**src/design/serial_port_defs.vh**
```
/*
  Constants of the second asynchronous serial port: register indices,
  field positions, reset values, rate divisors and filter lengths.
  Assumes it is included by bare name from the design files.
*/
`ifndef SERIAL_PORT_DEFS_VH
`define SERIAL_PORT_DEFS_VH

// ==========================================================
// Register indices (byte address is four times the index)
`define IDX_CONTROL_A 12'hf98
`define IDX_STATUS 12'hf98
`define IDX_RX_HOLDING 12'hf9a
`define IDX_TX_HOLDING 12'hf9a
`define IDX_CONTROL_B 12'hf99
`define IDX_TIMER_PERIOD 12'hf9b

// ==========================================================
// Line control A fields
`define CA_TX_ENABLE 7
`define CA_RX_ENABLE 6
`define CA_STOP_LEN 5
`define CA_PARITY_SENSE 4
`define CA_PARITY_ON 3
`define CA_RATE_HI 2
`define CA_RATE_LO 0

// Line control B fields
`define CB_FILTER_HI 1
`define CB_FILTER_LO 0

// Status fields
`define ST_PARITY_FAULT 7
`define ST_FRAME_FAULT 6
`define ST_OVERFLOW_FAULT 5
`define ST_RX_FULL 4
`define ST_TX_DONE 3
`define ST_TX_EMPTY 2

// ==========================================================
// Reset values
`define CONTROL_A_RESET 8'h00
`define CONTROL_B_RESET 8'h00
`define TIMER_PERIOD_RESET 8'h01
`define HOLDING_RESET 8'h00

// ==========================================================
// Transfer clock divisors of fc
`define DIV_CODE0 9'h00d
`define DIV_CODE1 9'h01a
`define DIV_CODE2 9'h034
`define DIV_CODE3 9'h068
`define DIV_CODE4 9'h0d0
`define DIV_CODE5 9'h1a0
`define DIV_CODE7 9'h060
`define DIV_TIMER_ZERO 9'h100
`define RATE_CODE_TIMER 3'h6

// ==========================================================
// Sample ticks within one bit
`define RT_LAST 4'hf
`define RT_SAMPLE_A 4'h7
`define RT_SAMPLE_B 4'h8
`define RT_SAMPLE_C 4'h9

// Glitch filter lengths in fc cycles
`define FILTER_LEN_1 9'h060
`define FILTER_LEN_2 9'h0c0
`define FILTER_LEN_3 9'h180

`endif

```
**src/design/serial_rate_gen.v**
```verilog
/*
  Transfer clock generator: one-cycle sample tick at the selected
  division of the system clock, or at the timer period.
  Assumes the rate is only changed while both directions are idle.
*/
`timescale 1ns/1ps
`default_nettype none
`include "serial_port_defs.vh"

module serial_rate_gen (
  // Clock and reset
  input wire i_clock,
  input wire i_reset,
  // Settings
  input wire [2:0] i_rate_select,
  input wire [7:0] i_timer_period,
  // Tick
  output reg o_tick
);

  // ==========================================================
  // Divisor selection
  function [8:0] rate_divisor;
    input [2:0] code;
    input [7:0] period;
    begin
      case (code)
        3'h0: rate_divisor = `DIV_CODE0;
        3'h1: rate_divisor = `DIV_CODE1;
        3'h2: rate_divisor = `DIV_CODE2;
        3'h3: rate_divisor = `DIV_CODE3;
        3'h4: rate_divisor = `DIV_CODE4;
        3'h5: rate_divisor = `DIV_CODE5;
        `RATE_CODE_TIMER: begin
          if (period == 8'h00) begin
            rate_divisor = `DIV_TIMER_ZERO;
          end else begin
            rate_divisor = {1'b0, period};
          end
        end
        default: rate_divisor = `DIV_CODE7;
      endcase
    end
  endfunction

  // ==========================================================
  // Divider
  reg [8:0] count;
  wire [8:0] last = rate_divisor(i_rate_select, i_timer_period) - 9'h001;

  always @(posedge i_clock or posedge i_reset) begin
    if (i_reset) begin
      count <= 9'h000;
      o_tick <= 1'b0;
    end else begin
      if (count >= last) begin
        count <= 9'h000;
        o_tick <= 1'b1;
      end else begin
        count <= count + 9'h001;
        o_tick <= 1'b0;
      end
    end
  end

endmodule
`default_nettype wire

```
**src/design/async_serial_port_two.v**
```verilog
/*
  Second asynchronous serial port with an APB register slave,
  one holding register per direction and status flags.
  Assumes a synchronous APB master on i_clock and a serial partner
  at the same bit rate and format.
*/
// Our own choice: the APB slave port.
// Summary of operation
// - Start bit low, data, parity, high stops
// - Transmit one or two stop bits
// - Parity only when on; sense 0 odd
// - Rate codes divide fc by 13..416
// - Code 110 uses timer period divisor
// - Find low start, vote ticks 7,8,9
// - Glitch filter 96, 192, 384 cycles
// - Holding write clears empty, starts send
// - Send start sets empty, pulses tx irq
// - Output high when disabled or unwritten
// - Write without status read is ignored
// - Stale data not sent on enable
// - Load received data, set full, rx irq
// - Overrun discards new character
// - Disable waits for current character
// - Parity fault, cleared status then read
// - Rate and parity shared both ways
// - Reset status reads 0000 11 then 00
// - Frame fault on low stop sample
// - Overflow fault blocks reception till cleared
// - Full flag set on load, cleared by reads
// - Done flag set when sent and empty
`timescale 1ns/1ps
`default_nettype none
`include "serial_port_defs.vh"

module async_serial_port_two (
  // Clock and reset
  input wire i_clock,
  input wire i_reset,
  // APB slave
  input wire i_psel,
  input wire i_penable,
  input wire i_pwrite,
  input wire [15:0] i_paddr,
  input wire [31:0] i_pwdata,
  output wire o_pready,
  output reg [31:0] o_prdata,
  output reg o_pslverr,
  // Serial line
  input wire i_serial_in_pin,
  output reg o_serial_out_pin,
  // Events
  output reg o_tx_irq,
  output reg o_rx_irq
);

  localparam REGION_NONE = 3'h0;
  localparam REGION_LINE = 3'h1;
  localparam REGION_HOLD = 3'h2;
  localparam REGION_CTRL_B = 3'h3;
  localparam REGION_TIMER = 3'h4;

  // ==========================================================
  // Address decoding
  function [2:0] decode;
    input [15:0] addr;
    begin
      if (addr[1:0] != 2'h0 || addr[15:14] != 2'h0) begin
        decode = REGION_NONE;
      end else if (addr[13:2] == `IDX_CONTROL_A) begin
        decode = REGION_LINE;
      end else if (addr[13:2] == `IDX_TX_HOLDING) begin
        decode = REGION_HOLD;
      end else if (addr[13:2] == `IDX_CONTROL_B) begin
        decode = REGION_CTRL_B;
      end else if (addr[13:2] == `IDX_TIMER_PERIOD) begin
        decode = REGION_TIMER;
      end else begin
        decode = REGION_NONE;
      end
    end
  endfunction

  // ==========================================================
  // Register state
  reg [7:0] control_a;
  reg [7:0] control_b;
  reg [7:0] timer_period;
  reg [7:0] rx_holding;
  reg [7:0] tx_holding;
  reg parity_fault_flag;
  reg frame_fault_flag;
  reg overflow_fault_flag;
  reg rx_holding_full;
  reg tx_done_flag;
  reg tx_holding_empty;
  reg rx_armed;
  reg tx_armed;
  reg ack;

  wire tx_enable_bit = control_a[`CA_TX_ENABLE];
  wire rx_enable_bit = control_a[`CA_RX_ENABLE];
  wire stop_len_select = control_a[`CA_STOP_LEN];
  wire parity_sense = control_a[`CA_PARITY_SENSE];
  wire parity_on = control_a[`CA_PARITY_ON];
  wire [1:0] rx_glitch_filter = control_b[`CB_FILTER_HI:`CB_FILTER_LO];

  wire [7:0] status = {parity_fault_flag, frame_fault_flag,
    overflow_fault_flag, rx_holding_full, tx_done_flag,
    tx_holding_empty, 2'b00};

  // ==========================================================
  // APB access
  wire access = i_psel & i_penable;
  wire finish = access & ack;
  wire [2:0] region = decode(i_paddr);
  wire status_read = finish & ~i_pwrite & (region == REGION_LINE);
  wire rx_read = finish & ~i_pwrite & (region == REGION_HOLD);
  wire tx_write = finish & i_pwrite & (region == REGION_HOLD);
  wire tx_write_ok = tx_write & tx_armed;
  wire rx_clear = rx_read & rx_armed;

  assign o_pready = ack;

  always @(posedge i_clock or posedge i_reset) begin
    if (i_reset) begin
      ack <= 1'b0;
      o_prdata <= 32'h0000_0000;
      o_pslverr <= 1'b0;
    end else begin
      ack <= access & ~ack;
      if (access & ~ack) begin
        o_pslverr <= (region == REGION_NONE);
        if (i_pwrite) begin
          o_prdata <= 32'h0000_0000;
        end else if (region == REGION_LINE) begin
          o_prdata <= {24'h00_0000, status};
        end else if (region == REGION_HOLD) begin
          o_prdata <= {24'h00_0000, rx_holding};
        end else if (region == REGION_CTRL_B) begin
          o_prdata <= {24'h00_0000, control_b};
        end else if (region == REGION_TIMER) begin
          o_prdata <= {24'h00_0000, timer_period};
        end else begin
          o_prdata <= 32'h0000_0000;
        end
      end
    end
  end

  always @(posedge i_clock or posedge i_reset) begin
    if (i_reset) begin
      control_a <= `CONTROL_A_RESET;
      control_b <= `CONTROL_B_RESET;
      timer_period <= `TIMER_PERIOD_RESET;
      rx_armed <= 1'b0;
      tx_armed <= 1'b0;
    end else begin
      if (finish & i_pwrite & (region == REGION_LINE)) begin
        control_a <= i_pwdata[7:0];
      end
      if (finish & i_pwrite & (region == REGION_CTRL_B)) begin
        control_b <= i_pwdata[7:0];
      end
      if (finish & i_pwrite & (region == REGION_TIMER)) begin
        timer_period <= i_pwdata[7:0];
      end
      if (status_read) begin
        rx_armed <= 1'b1;
      end else if (rx_read) begin
        rx_armed <= 1'b0;
      end
      if (status_read) begin
        tx_armed <= 1'b1;
      end else if (tx_write) begin
        tx_armed <= 1'b0;
      end
    end
  end

  // ==========================================================
  // Shared transfer clock
  wire rt_tick;

  serial_rate_gen rate_gen (
    .i_clock(i_clock),
    .i_reset(i_reset),
    .i_rate_select(control_a[`CA_RATE_HI:`CA_RATE_LO]),
    .i_timer_period(timer_period),
    .o_tick(rt_tick)
  );

  // ==========================================================
  // Transmitter
  reg [3:0] tx_rt;
  reg tx_busy;
  reg tx_pending;
  reg tx_enable_prev;
  reg [11:0] tx_shift;
  reg [3:0] tx_left;
  wire tx_bit_tick = rt_tick & (tx_rt == `RT_LAST);
  wire tx_parity = ^tx_holding ^ ~parity_sense;
  wire tx_enable_rise = tx_enable_bit & ~tx_enable_prev;
  wire tx_start = ~tx_busy & tx_pending & tx_enable_bit & tx_bit_tick;

  always @(posedge i_clock or posedge i_reset) begin
    if (i_reset) begin
      tx_rt <= 4'h0;
      tx_busy <= 1'b0;
      tx_pending <= 1'b0;
      tx_enable_prev <= 1'b0;
      tx_shift <= 12'hfff;
      tx_left <= 4'h0;
      tx_holding <= `HOLDING_RESET;
      tx_holding_empty <= 1'b1;
      tx_done_flag <= 1'b1;
      o_serial_out_pin <= 1'b1;
      o_tx_irq <= 1'b0;
    end else begin
      tx_enable_prev <= tx_enable_bit;
      o_tx_irq <= 1'b0;
      if (rt_tick) begin
        tx_rt <= tx_rt + 4'h1;
      end
      if (tx_enable_rise & tx_pending) begin
        tx_pending <= 1'b0;
        tx_holding_empty <= 1'b1;
      end
      if (tx_write_ok) begin
        tx_holding <= i_pwdata[7:0];
        tx_pending <= 1'b1;
        tx_holding_empty <= 1'b0;
      end
      if (tx_start) begin
        tx_busy <= 1'b1;
        tx_pending <= tx_write_ok;
        tx_holding_empty <= ~tx_write_ok;
        tx_done_flag <= 1'b0;
        o_tx_irq <= 1'b1;
        o_serial_out_pin <= 1'b0;
        if (parity_on) begin
          tx_shift <= {3'b111, tx_parity, tx_holding};
          tx_left <= stop_len_select ? 4'hb : 4'ha;
        end else begin
          tx_shift <= {4'b1111, tx_holding};
          tx_left <= stop_len_select ? 4'ha : 4'h9;
        end
      end else if (tx_busy & tx_bit_tick) begin
        if (tx_left != 4'h0) begin
          o_serial_out_pin <= tx_shift[0];
          tx_shift <= {1'b1, tx_shift[11:1]};
          tx_left <= tx_left - 4'h1;
        end else begin
          tx_busy <= 1'b0;
          o_serial_out_pin <= 1'b1;
          if (~tx_pending & ~tx_write_ok) begin
            tx_done_flag <= 1'b1;
          end
        end
      end
    end
  end

  // ==========================================================
  // Receive input synchroniser and glitch filter
  reg rx_sync_a;
  reg rx_sync_b;
  reg rx_level;
  reg [8:0] filter_count;
  reg [8:0] filter_len;

  always @* begin
    case (rx_glitch_filter)
      2'h1: filter_len = `FILTER_LEN_1;
      2'h2: filter_len = `FILTER_LEN_2;
      default: filter_len = `FILTER_LEN_3;
    endcase
  end

  always @(posedge i_clock or posedge i_reset) begin
    if (i_reset) begin
      rx_sync_a <= 1'b1;
      rx_sync_b <= 1'b1;
      rx_level <= 1'b1;
      filter_count <= 9'h000;
    end else begin
      rx_sync_a <= i_serial_in_pin;
      rx_sync_b <= rx_sync_a;
      if (rx_glitch_filter == 2'h0) begin
        rx_level <= rx_sync_b;
        filter_count <= 9'h000;
      end else if (rx_sync_b == rx_level) begin
        filter_count <= 9'h000;
      end else if (filter_count == filter_len) begin
        rx_level <= rx_sync_b;
        filter_count <= 9'h000;
      end else begin
        filter_count <= filter_count + 9'h001;
      end
    end
  end

  // ==========================================================
  // Receiver
  reg rx_busy;
  reg [3:0] rx_rt;
  reg [3:0] rx_index;
  reg vote_a;
  reg vote_b;
  reg [7:0] rx_data;
  reg rx_parity_bad;
  wire rx_bit = (vote_a & vote_b) | (vote_a & rx_level) |
    (vote_b & rx_level);
  wire rx_sample = rx_busy & rt_tick & (rx_rt == `RT_SAMPLE_C);
  wire rx_stop = rx_index == (parity_on ? 4'ha : 4'h9);
  wire rx_complete = rx_sample & rx_stop;

  always @(posedge i_clock or posedge i_reset) begin
    if (i_reset) begin
      rx_busy <= 1'b0;
      rx_rt <= 4'h0;
      rx_index <= 4'h0;
      vote_a <= 1'b1;
      vote_b <= 1'b1;
      rx_data <= 8'h00;
      rx_parity_bad <= 1'b0;
      rx_holding <= `HOLDING_RESET;
      parity_fault_flag <= 1'b0;
      frame_fault_flag <= 1'b0;
      overflow_fault_flag <= 1'b0;
      rx_holding_full <= 1'b0;
      o_rx_irq <= 1'b0;
    end else begin
      o_rx_irq <= 1'b0;
      if (rx_clear) begin
        parity_fault_flag <= 1'b0;
        frame_fault_flag <= 1'b0;
        overflow_fault_flag <= 1'b0;
        rx_holding_full <= 1'b0;
      end
      if (rt_tick & ~rx_busy) begin
        if (rx_enable_bit & ~overflow_fault_flag & ~rx_level) begin
          rx_busy <= 1'b1;
          rx_rt <= 4'h1;
          rx_index <= 4'h0;
          rx_parity_bad <= 1'b0;
        end
      end else if (rt_tick) begin
        rx_rt <= rx_rt + 4'h1;
        if (rx_rt == `RT_SAMPLE_A) begin
          vote_a <= rx_level;
        end
        if (rx_rt == `RT_SAMPLE_B) begin
          vote_b <= rx_level;
        end
      end
      if (rx_sample) begin
        rx_index <= rx_index + 4'h1;
        if (rx_index == 4'h0) begin
          if (rx_bit) begin
            rx_busy <= 1'b0;
          end
        end else if (rx_index <= 4'h8) begin
          rx_data <= {rx_bit, rx_data[7:1]};
        end else if (~rx_stop) begin
          rx_parity_bad <= rx_bit ^ ^rx_data ^ ~parity_sense;
        end
      end
      if (rx_complete) begin
        rx_busy <= 1'b0;
        if (rx_holding_full & ~rx_clear) begin
          overflow_fault_flag <= 1'b1;
        end else begin
          rx_holding <= rx_data;
          rx_holding_full <= 1'b1;
          parity_fault_flag <= rx_parity_bad;
          frame_fault_flag <= ~rx_bit;
          o_rx_irq <= 1'b1;
        end
      end
    end
  end

endmodule
`default_nettype wire

```
**config.mk**
```make
export PLATFORM = sky130hd
export DESIGN_NAME = async_serial_port_two
export DESIGN_NICKNAME = d
export VERILOG_FILES = /design/src/design/serial_rate_gen.v /design/src/design/async_serial_port_two.v
export VERILOG_INCLUDE_DIRS = /design/src /design/src/design
export SDC_FILE = /design/constraint.sdc
export NUM_CORES = 1
export LEC_CHECK = 0
export ABC_AREA = 1
export ABC_CLOCK_PERIOD_IN_PS = 4900
export BUFFER_PORTS_ARGS = -buffer_cell sky130_fd_sc_hd__buf_4
export CORE_MARGIN = 2
export CORE_UTILIZATION = 58
export CTS_CLUSTER_DIAMETER = 30
export DETAILED_ROUTE_END_ITERATION = 10
export HOLD_SLACK_MARGIN = 0.03
export PLACE_DENSITY = 0.8
export SLEW_MARGIN = 20
export SYNTH_ARGS = -nofsm -noshare
export SYNTH_HDL_FRONTEND = slang
export SYNTH_SLANG_ARGS = --single-unit
```
**constraint.sdc**
```tcl
create_clock -name i_clock -period 4.9 [get_ports i_clock]
set_clock_uncertainty 0.05 [all_clocks]
set_input_delay 0.49 -clock i_clock [delete_from_list [all_inputs] [get_ports i_clock]]
set_output_delay 0.49 -clock i_clock [all_outputs]
set_load 0.01 [all_outputs]
```
After elaboration in Yosys (flattened, before gate mapping):

Index checks and enable logic that the tools add are counted.

* word-level logic and storage cells: 240
* bits in registers: 150

* add/subtract/negate cells: 7
* $lt $le $gt $ge: 2
* bitwise logic cells: 51
* equal/unequal tests: 26
* reductions and logical operators: 31
* mux-type cells: 85

Operator list (number)
* case mux 9 bit (7 select lines): 1
* 2-to-1 mux 9 bit: 6
* 2-to-1 mux 1 bit: 52
* == test 12 bit (second input constant): 4
* 2-to-1 mux 8 bit: 5
* 2-to-1 mux 12 bit: 3
* 2-to-1 mux 4 bit: 9
* bitwise AND 1 bit: 31
* nonzero test 2 bit: 11
* adder 9 x 1 -> 9 bit (second input constant): 2
* case mux 9 bit (2 select lines): 1
* parity 8 bit: 2
* 2-to-1 mux 3 bit: 5
* NOT 1 bit: 15
* adder 4 x 1 -> 4 bit (second input constant): 3
* == test 3 x 2 -> 1 bit (second input constant): 4
* == test 3 bit (second input constant): 4
* == test 4 bit (second input constant): 3
* AND reduction 2 bit: 6
* AND reduction 3 bit: 4
* == test 9 bit: 1
* greater-or-equal comparator 9 bit: 1
* subtractor 9 x 1 -> 9 bit (second input constant): 1
* logical NOT 8 bit: 1
* 19 further kinds: 27

Longest topological paths before layout:

* word-level depth: 15
* mapped depth: 18

Modules after synthesis:

From an unflattened synthesis, not the netlist that was laid out.

* cell total of the unflattened synthesis: 839
* area, all modules: 6936.7 µm²

Modules (own cells, without submodules)
* async_serial_port_two: cells an instance 678, sequential area each 2850.2 µm², area an instance 5854.4 µm², instances 1
* serial_rate_gen: cells an instance 161, sequential area each 250.2 µm², area an instance 1082.3 µm², instances 1

Least setup slack after synthesis:

Ideal clock, no wire load.

* kind: flip-flop to flip-flop
* start point: register control_a[0]
* end point: register rate_gen.count[2]
* path buffers: 0
* library setup time: 138 ps
* period minus slack after synthesis: 2739 ps
* slack: 2161 ps
* stages on the path, launching flop included: 19
* arrival: 2550 ps
* cell sequence: dfrtp_1 > inv_2 > nand2_2 > nor2_2 > inv_1 > o21ai_0 > inv_1 > ha_1 > inv_1 > nor3_2 > nand2_1 > nor3_2 > xor2_1 > ha_1 > nand2_1 > nor2_1 > nand2_1 > o2111ai_2 > nor3b_1

* word-level cells in the longest chain between the ends: 5

RTL lines
* start, declared: line async_serial_port_two.v:85 `reg [7:0] control_a;`
* start signal, assigned: line async_serial_port_two.v:152 `` control_a <= `CONTROL_A_RESET; ``
* start signal, assigned: line async_serial_port_two.v:159 `control_a <= i_pwdata[7:0];`
* == test 3 bit (tied with other cells): line serial_rate_gen.v:27 `case (code)`
* case mux 9 bit (7 select lines) *: line serial_rate_gen.v:27
* subtractor 9 x 1 -> 9 bit *: line serial_rate_gen.v:49 `wire [8:0] last = rate_divisor(i_rate_select, i_timer_period) - 9'h001;`
* greater-or-equal comparator 9 bit *: line serial_rate_gen.v:56 `if (count >= last) begin`
* 2-to-1 mux 9 bit *: line serial_rate_gen.v:56
* end signal, assigned: line serial_rate_gen.v:60 `count <= count + 9'h001;`
* end, declared: line serial_rate_gen.v:48 `reg [8:0] count;`

Mark *: on every way between the ends. The rest lies on a longest branch, timed or not.
A chain may end at the register's enable or synchronous reset.

Final worst setup path:

* start point: register control_a[0]
* end point: register rate_gen.count[4]

Same word-level chain as after synthesis.

==> impl_results.md <==
* Status: finished clean
* Final Hold Fails at 0
* Crit Path Max Fanout at 10
* Period utilization at 65.0%
* Placer Congestion at 0.879
* First-pass GRT wire length at 23300 µm
* Via count at between 5000 and 6000
* Antenna violations before repair at 0
* Setup crit start kind: register
* CP Data Arrival Time at 3.40 ns
* Netlist cell types at 48
* Place WS at 1.77 ns
* Share of post-route cells with drive strength above 1 at around a fifth
* Synth top area cells: dfrtp_1, nand2_1, dfstp_2
* Post-layout instance area at 0.00776 mm²
* Max Fclk at 0.314 GHz
* CTS Buffer Depth at 2
* Area growth syn-to-layout at 13.1%
* Mapped Area at 0.00686 mm²
* TNS Setup at 0 ns
* Drt wl/cell at 13.6 µm
* Final min period at 3.19 ns
* Clk slew on worst S/H paths at 0.05 ns
* Ports at 91
* Post-synth top area share at 38.3%
* Largest net degree at the start of global routing at between 80 and 90
* Gr ovfl total at 0
* GRT Total Usage at 22.8%
* DRT Pass-1 Iters at 4
* CP required at 5.12 ns
* Placed Cells at ~980
* Max-cap violations at 0
* CTS tree: done
* Core area at between 0.01 and 0.015 mm²
* Drt drc at 0
* Antenna cells at 0
* Row count at 39
* Synth Register Bits at approximately 120
* Vias in the first global route at 4998
* Final Max Slew Viols at 0
* Mean area per synthesized cell at roughly 8.5 µm²
* H-tree depth at 4
* Setup Viol. Count Final at 0
* Post-route insts no fill at around 1000
* CTS resizes at 0
* Sink Count at roughly 120
* Worst Hold Launch: i_serial_in_pin
* Post-DP HPWL at about 9600 µm
* Cells after synthesis at 804
* Die height at 113 µm
* Cell Pwr Density at 334 mW/mm²
* Worst setup margin at 1.71 ns
* 1st-iter DRT viols at between 300 and 400
* Final core occ at 67.7%
* Worst hold path type: input port to register
* Slew Limit Headroom at 52.5%
* Vias per inst at ~5.2
* Post-route ant nets at 0
* Peak supply drop at 261 µV
* Critical path class: register to register
* Unrepaired setup endpoints after global routing: no
* Worst-Skew Late Latency at around 0.41 ns
* Post-synthesis sequential area ratio at 45.2%
* Aggregate routed wire length at approximately 14000 µm
* Area after DPL at slightly above 0.007 mm²
* CP Capture Type: register
* R2R setup slack at 1.71 ns
* Hold buffer count at CTS at 0
* Initial Utilization at 59.8%
* Worst R2R Start: control_a[0]
* DIE WIDTH at approximately 110 µm
* Final net count at just over 900
* Worst setup startpoint: control_a[0]
* Total CTS buffers at 17
* Root buffer cell: clkbuf_16
* Yosys top cell by area: dfrtp_1
* Pleak at 3.85 nW
* Die area at 0.0127 mm²
* Worst Tran Pin Value at 0.711 ns
* Fillers at 915
* IO buf count at 42
* Warnings from Yosys at 0
* Post-CTS Setup Inserts at 0
[cells in the mapped netlist (all sizes together)]
cell / n
o22ai: 10
o21bai: 3
a31oi: 1
nor4: 2
xor2: 21
nor2: 87
nand3b: 4
inv: 96
buf: 37
nand3: 38
o2111ai: 1
nand2: 200
mux2: 1
clkbuf: 1
clkinv: 1
or2: 2
nor3: 13
dfstp: 18
nand4: 14
conb: 1
nor3b: 2
xnor2: 16
o31ai: 3
o21ai: 79
a211oi: 1
o21a: 2
a21oi: 17
o211ai: 4
ha: 24
dfrtp: 105
[placed cells by master (no fill, tap or decap), types with 5 or more instances in the layout]
cell	count
nand3_2	11
o21ai_1	5
a21oi_1	17
conb_1	24
nand4_1	10
nor2_1	76
clkbuf_16	17
nand3_1	27
o22ai_1	10
xor2_1	21
dfstp_2	18
xnor2_1	16
dfrtp_1	105
buf_4	43
nor2_2	6
inv_2	13
nand2_1	190
ha_1	24
nor3_1	10
o21ai_0	57
o21ai_2	17
nand2_2	8
inv_1	82
clkinv_2	5
[through the flow]
stage	total power, mW	hold slack (ns)
after floorplan	1.27	0.295
after global placement	1.31	0.301
after detailed placement	1.32	0.300
after CTS	2.62	0.125
after global routing	2.70	0.120
final	2.59	0.137
[layer usage]
metal / part of all wire [%] / vias to the layer above / global-route usage, %
met5: 0 / - / 0
met3: 3.5 / 13 / 5.20
met1: 46 / 2507 / 31.1
met2: 50 / 95 / 37.0
met4: 1.3 / 0 / 6.42
li1: - / 2627 / -
[flip-flops by register name, summed over array words and instances (netlist names), 8 cells and up]
signal	cells
filter_count	9
rate_gen.count	9
tx_shift	9
control_a	8
control_b	8
o_prdata	8
rx_data	8
rx_holding	8
timer_period	8
tx_holding	8
[critical path, cell delays in order (launching register included)]
cell and delay [ns]:
dfrtp_1 0.42, inv_2 0.12, nand2_2 0.08, nor2_2 0.14
inv_1 0.06, o21ai_0 0.25, inv_1 0.10, ha_1 0.21
inv_1 0.10, nor3_2 0.06, nand2_1 0.13, nor3_2 0.05
xor2_1 0.15, ha_1 0.32, nand2_1 0.08, nor2_1 0.12
nand2_1 0.08, o2111ai_2 0.42, nor3b_1 0.10
[cell type report]
class / count / area [µm²] / area share (%)
Multi-Input combinational cell: 569 / 3180 / 41.0
Sequential cell: 123 / 3100 / 39.9
Clock buffer: 20 / 437 / 5.63
Inverter: 97 / 370 / 4.77
Timing Repair Buffer: 43 / 323 / 4.16
Tap cell: 143 / 179 / 2.30
Clock inverter: 12 / 171 / 2.21
[where the power goes]
part | internal, mW | total, mW | switching, mW
Combinational | 0.0773 | 0.201 | 0.123
Clock | 0.848 | 1.29 | 0.444
Sequential | 1.06 | 1.10 | 0.0431
Total | 1.98 | 2.59 | 0.610
[kinds of logic (layout without fill, tap and decap cells)]
kind of cell	after synthesis	count (layout)	share of synthesized area, %
simple gates	362	362	25.2
flops	123	123	45.2
compound gates	121	121	10.6
mux	1	1	0.164
other cells	1	24	0.0547
buf+inv	135	172	9.70
xor+xnor	37	37	4.72
fa+ha+maj	24	24	4.38
[worst paths after layout]
check                      cells after the start           endpoint
setup / recovery                              18  rate_gen.count[4]
hold / removal                                 1          rx_sync_a
setup reg to reg                              18  rate_gen.count[4]
hold reg to reg                                0          rx_sync_b
max in group asynchronous                      3          rx_sync_a
min in group asynchronous                      2     tx_enable_prev
Power figures use the tool's default switching activity.
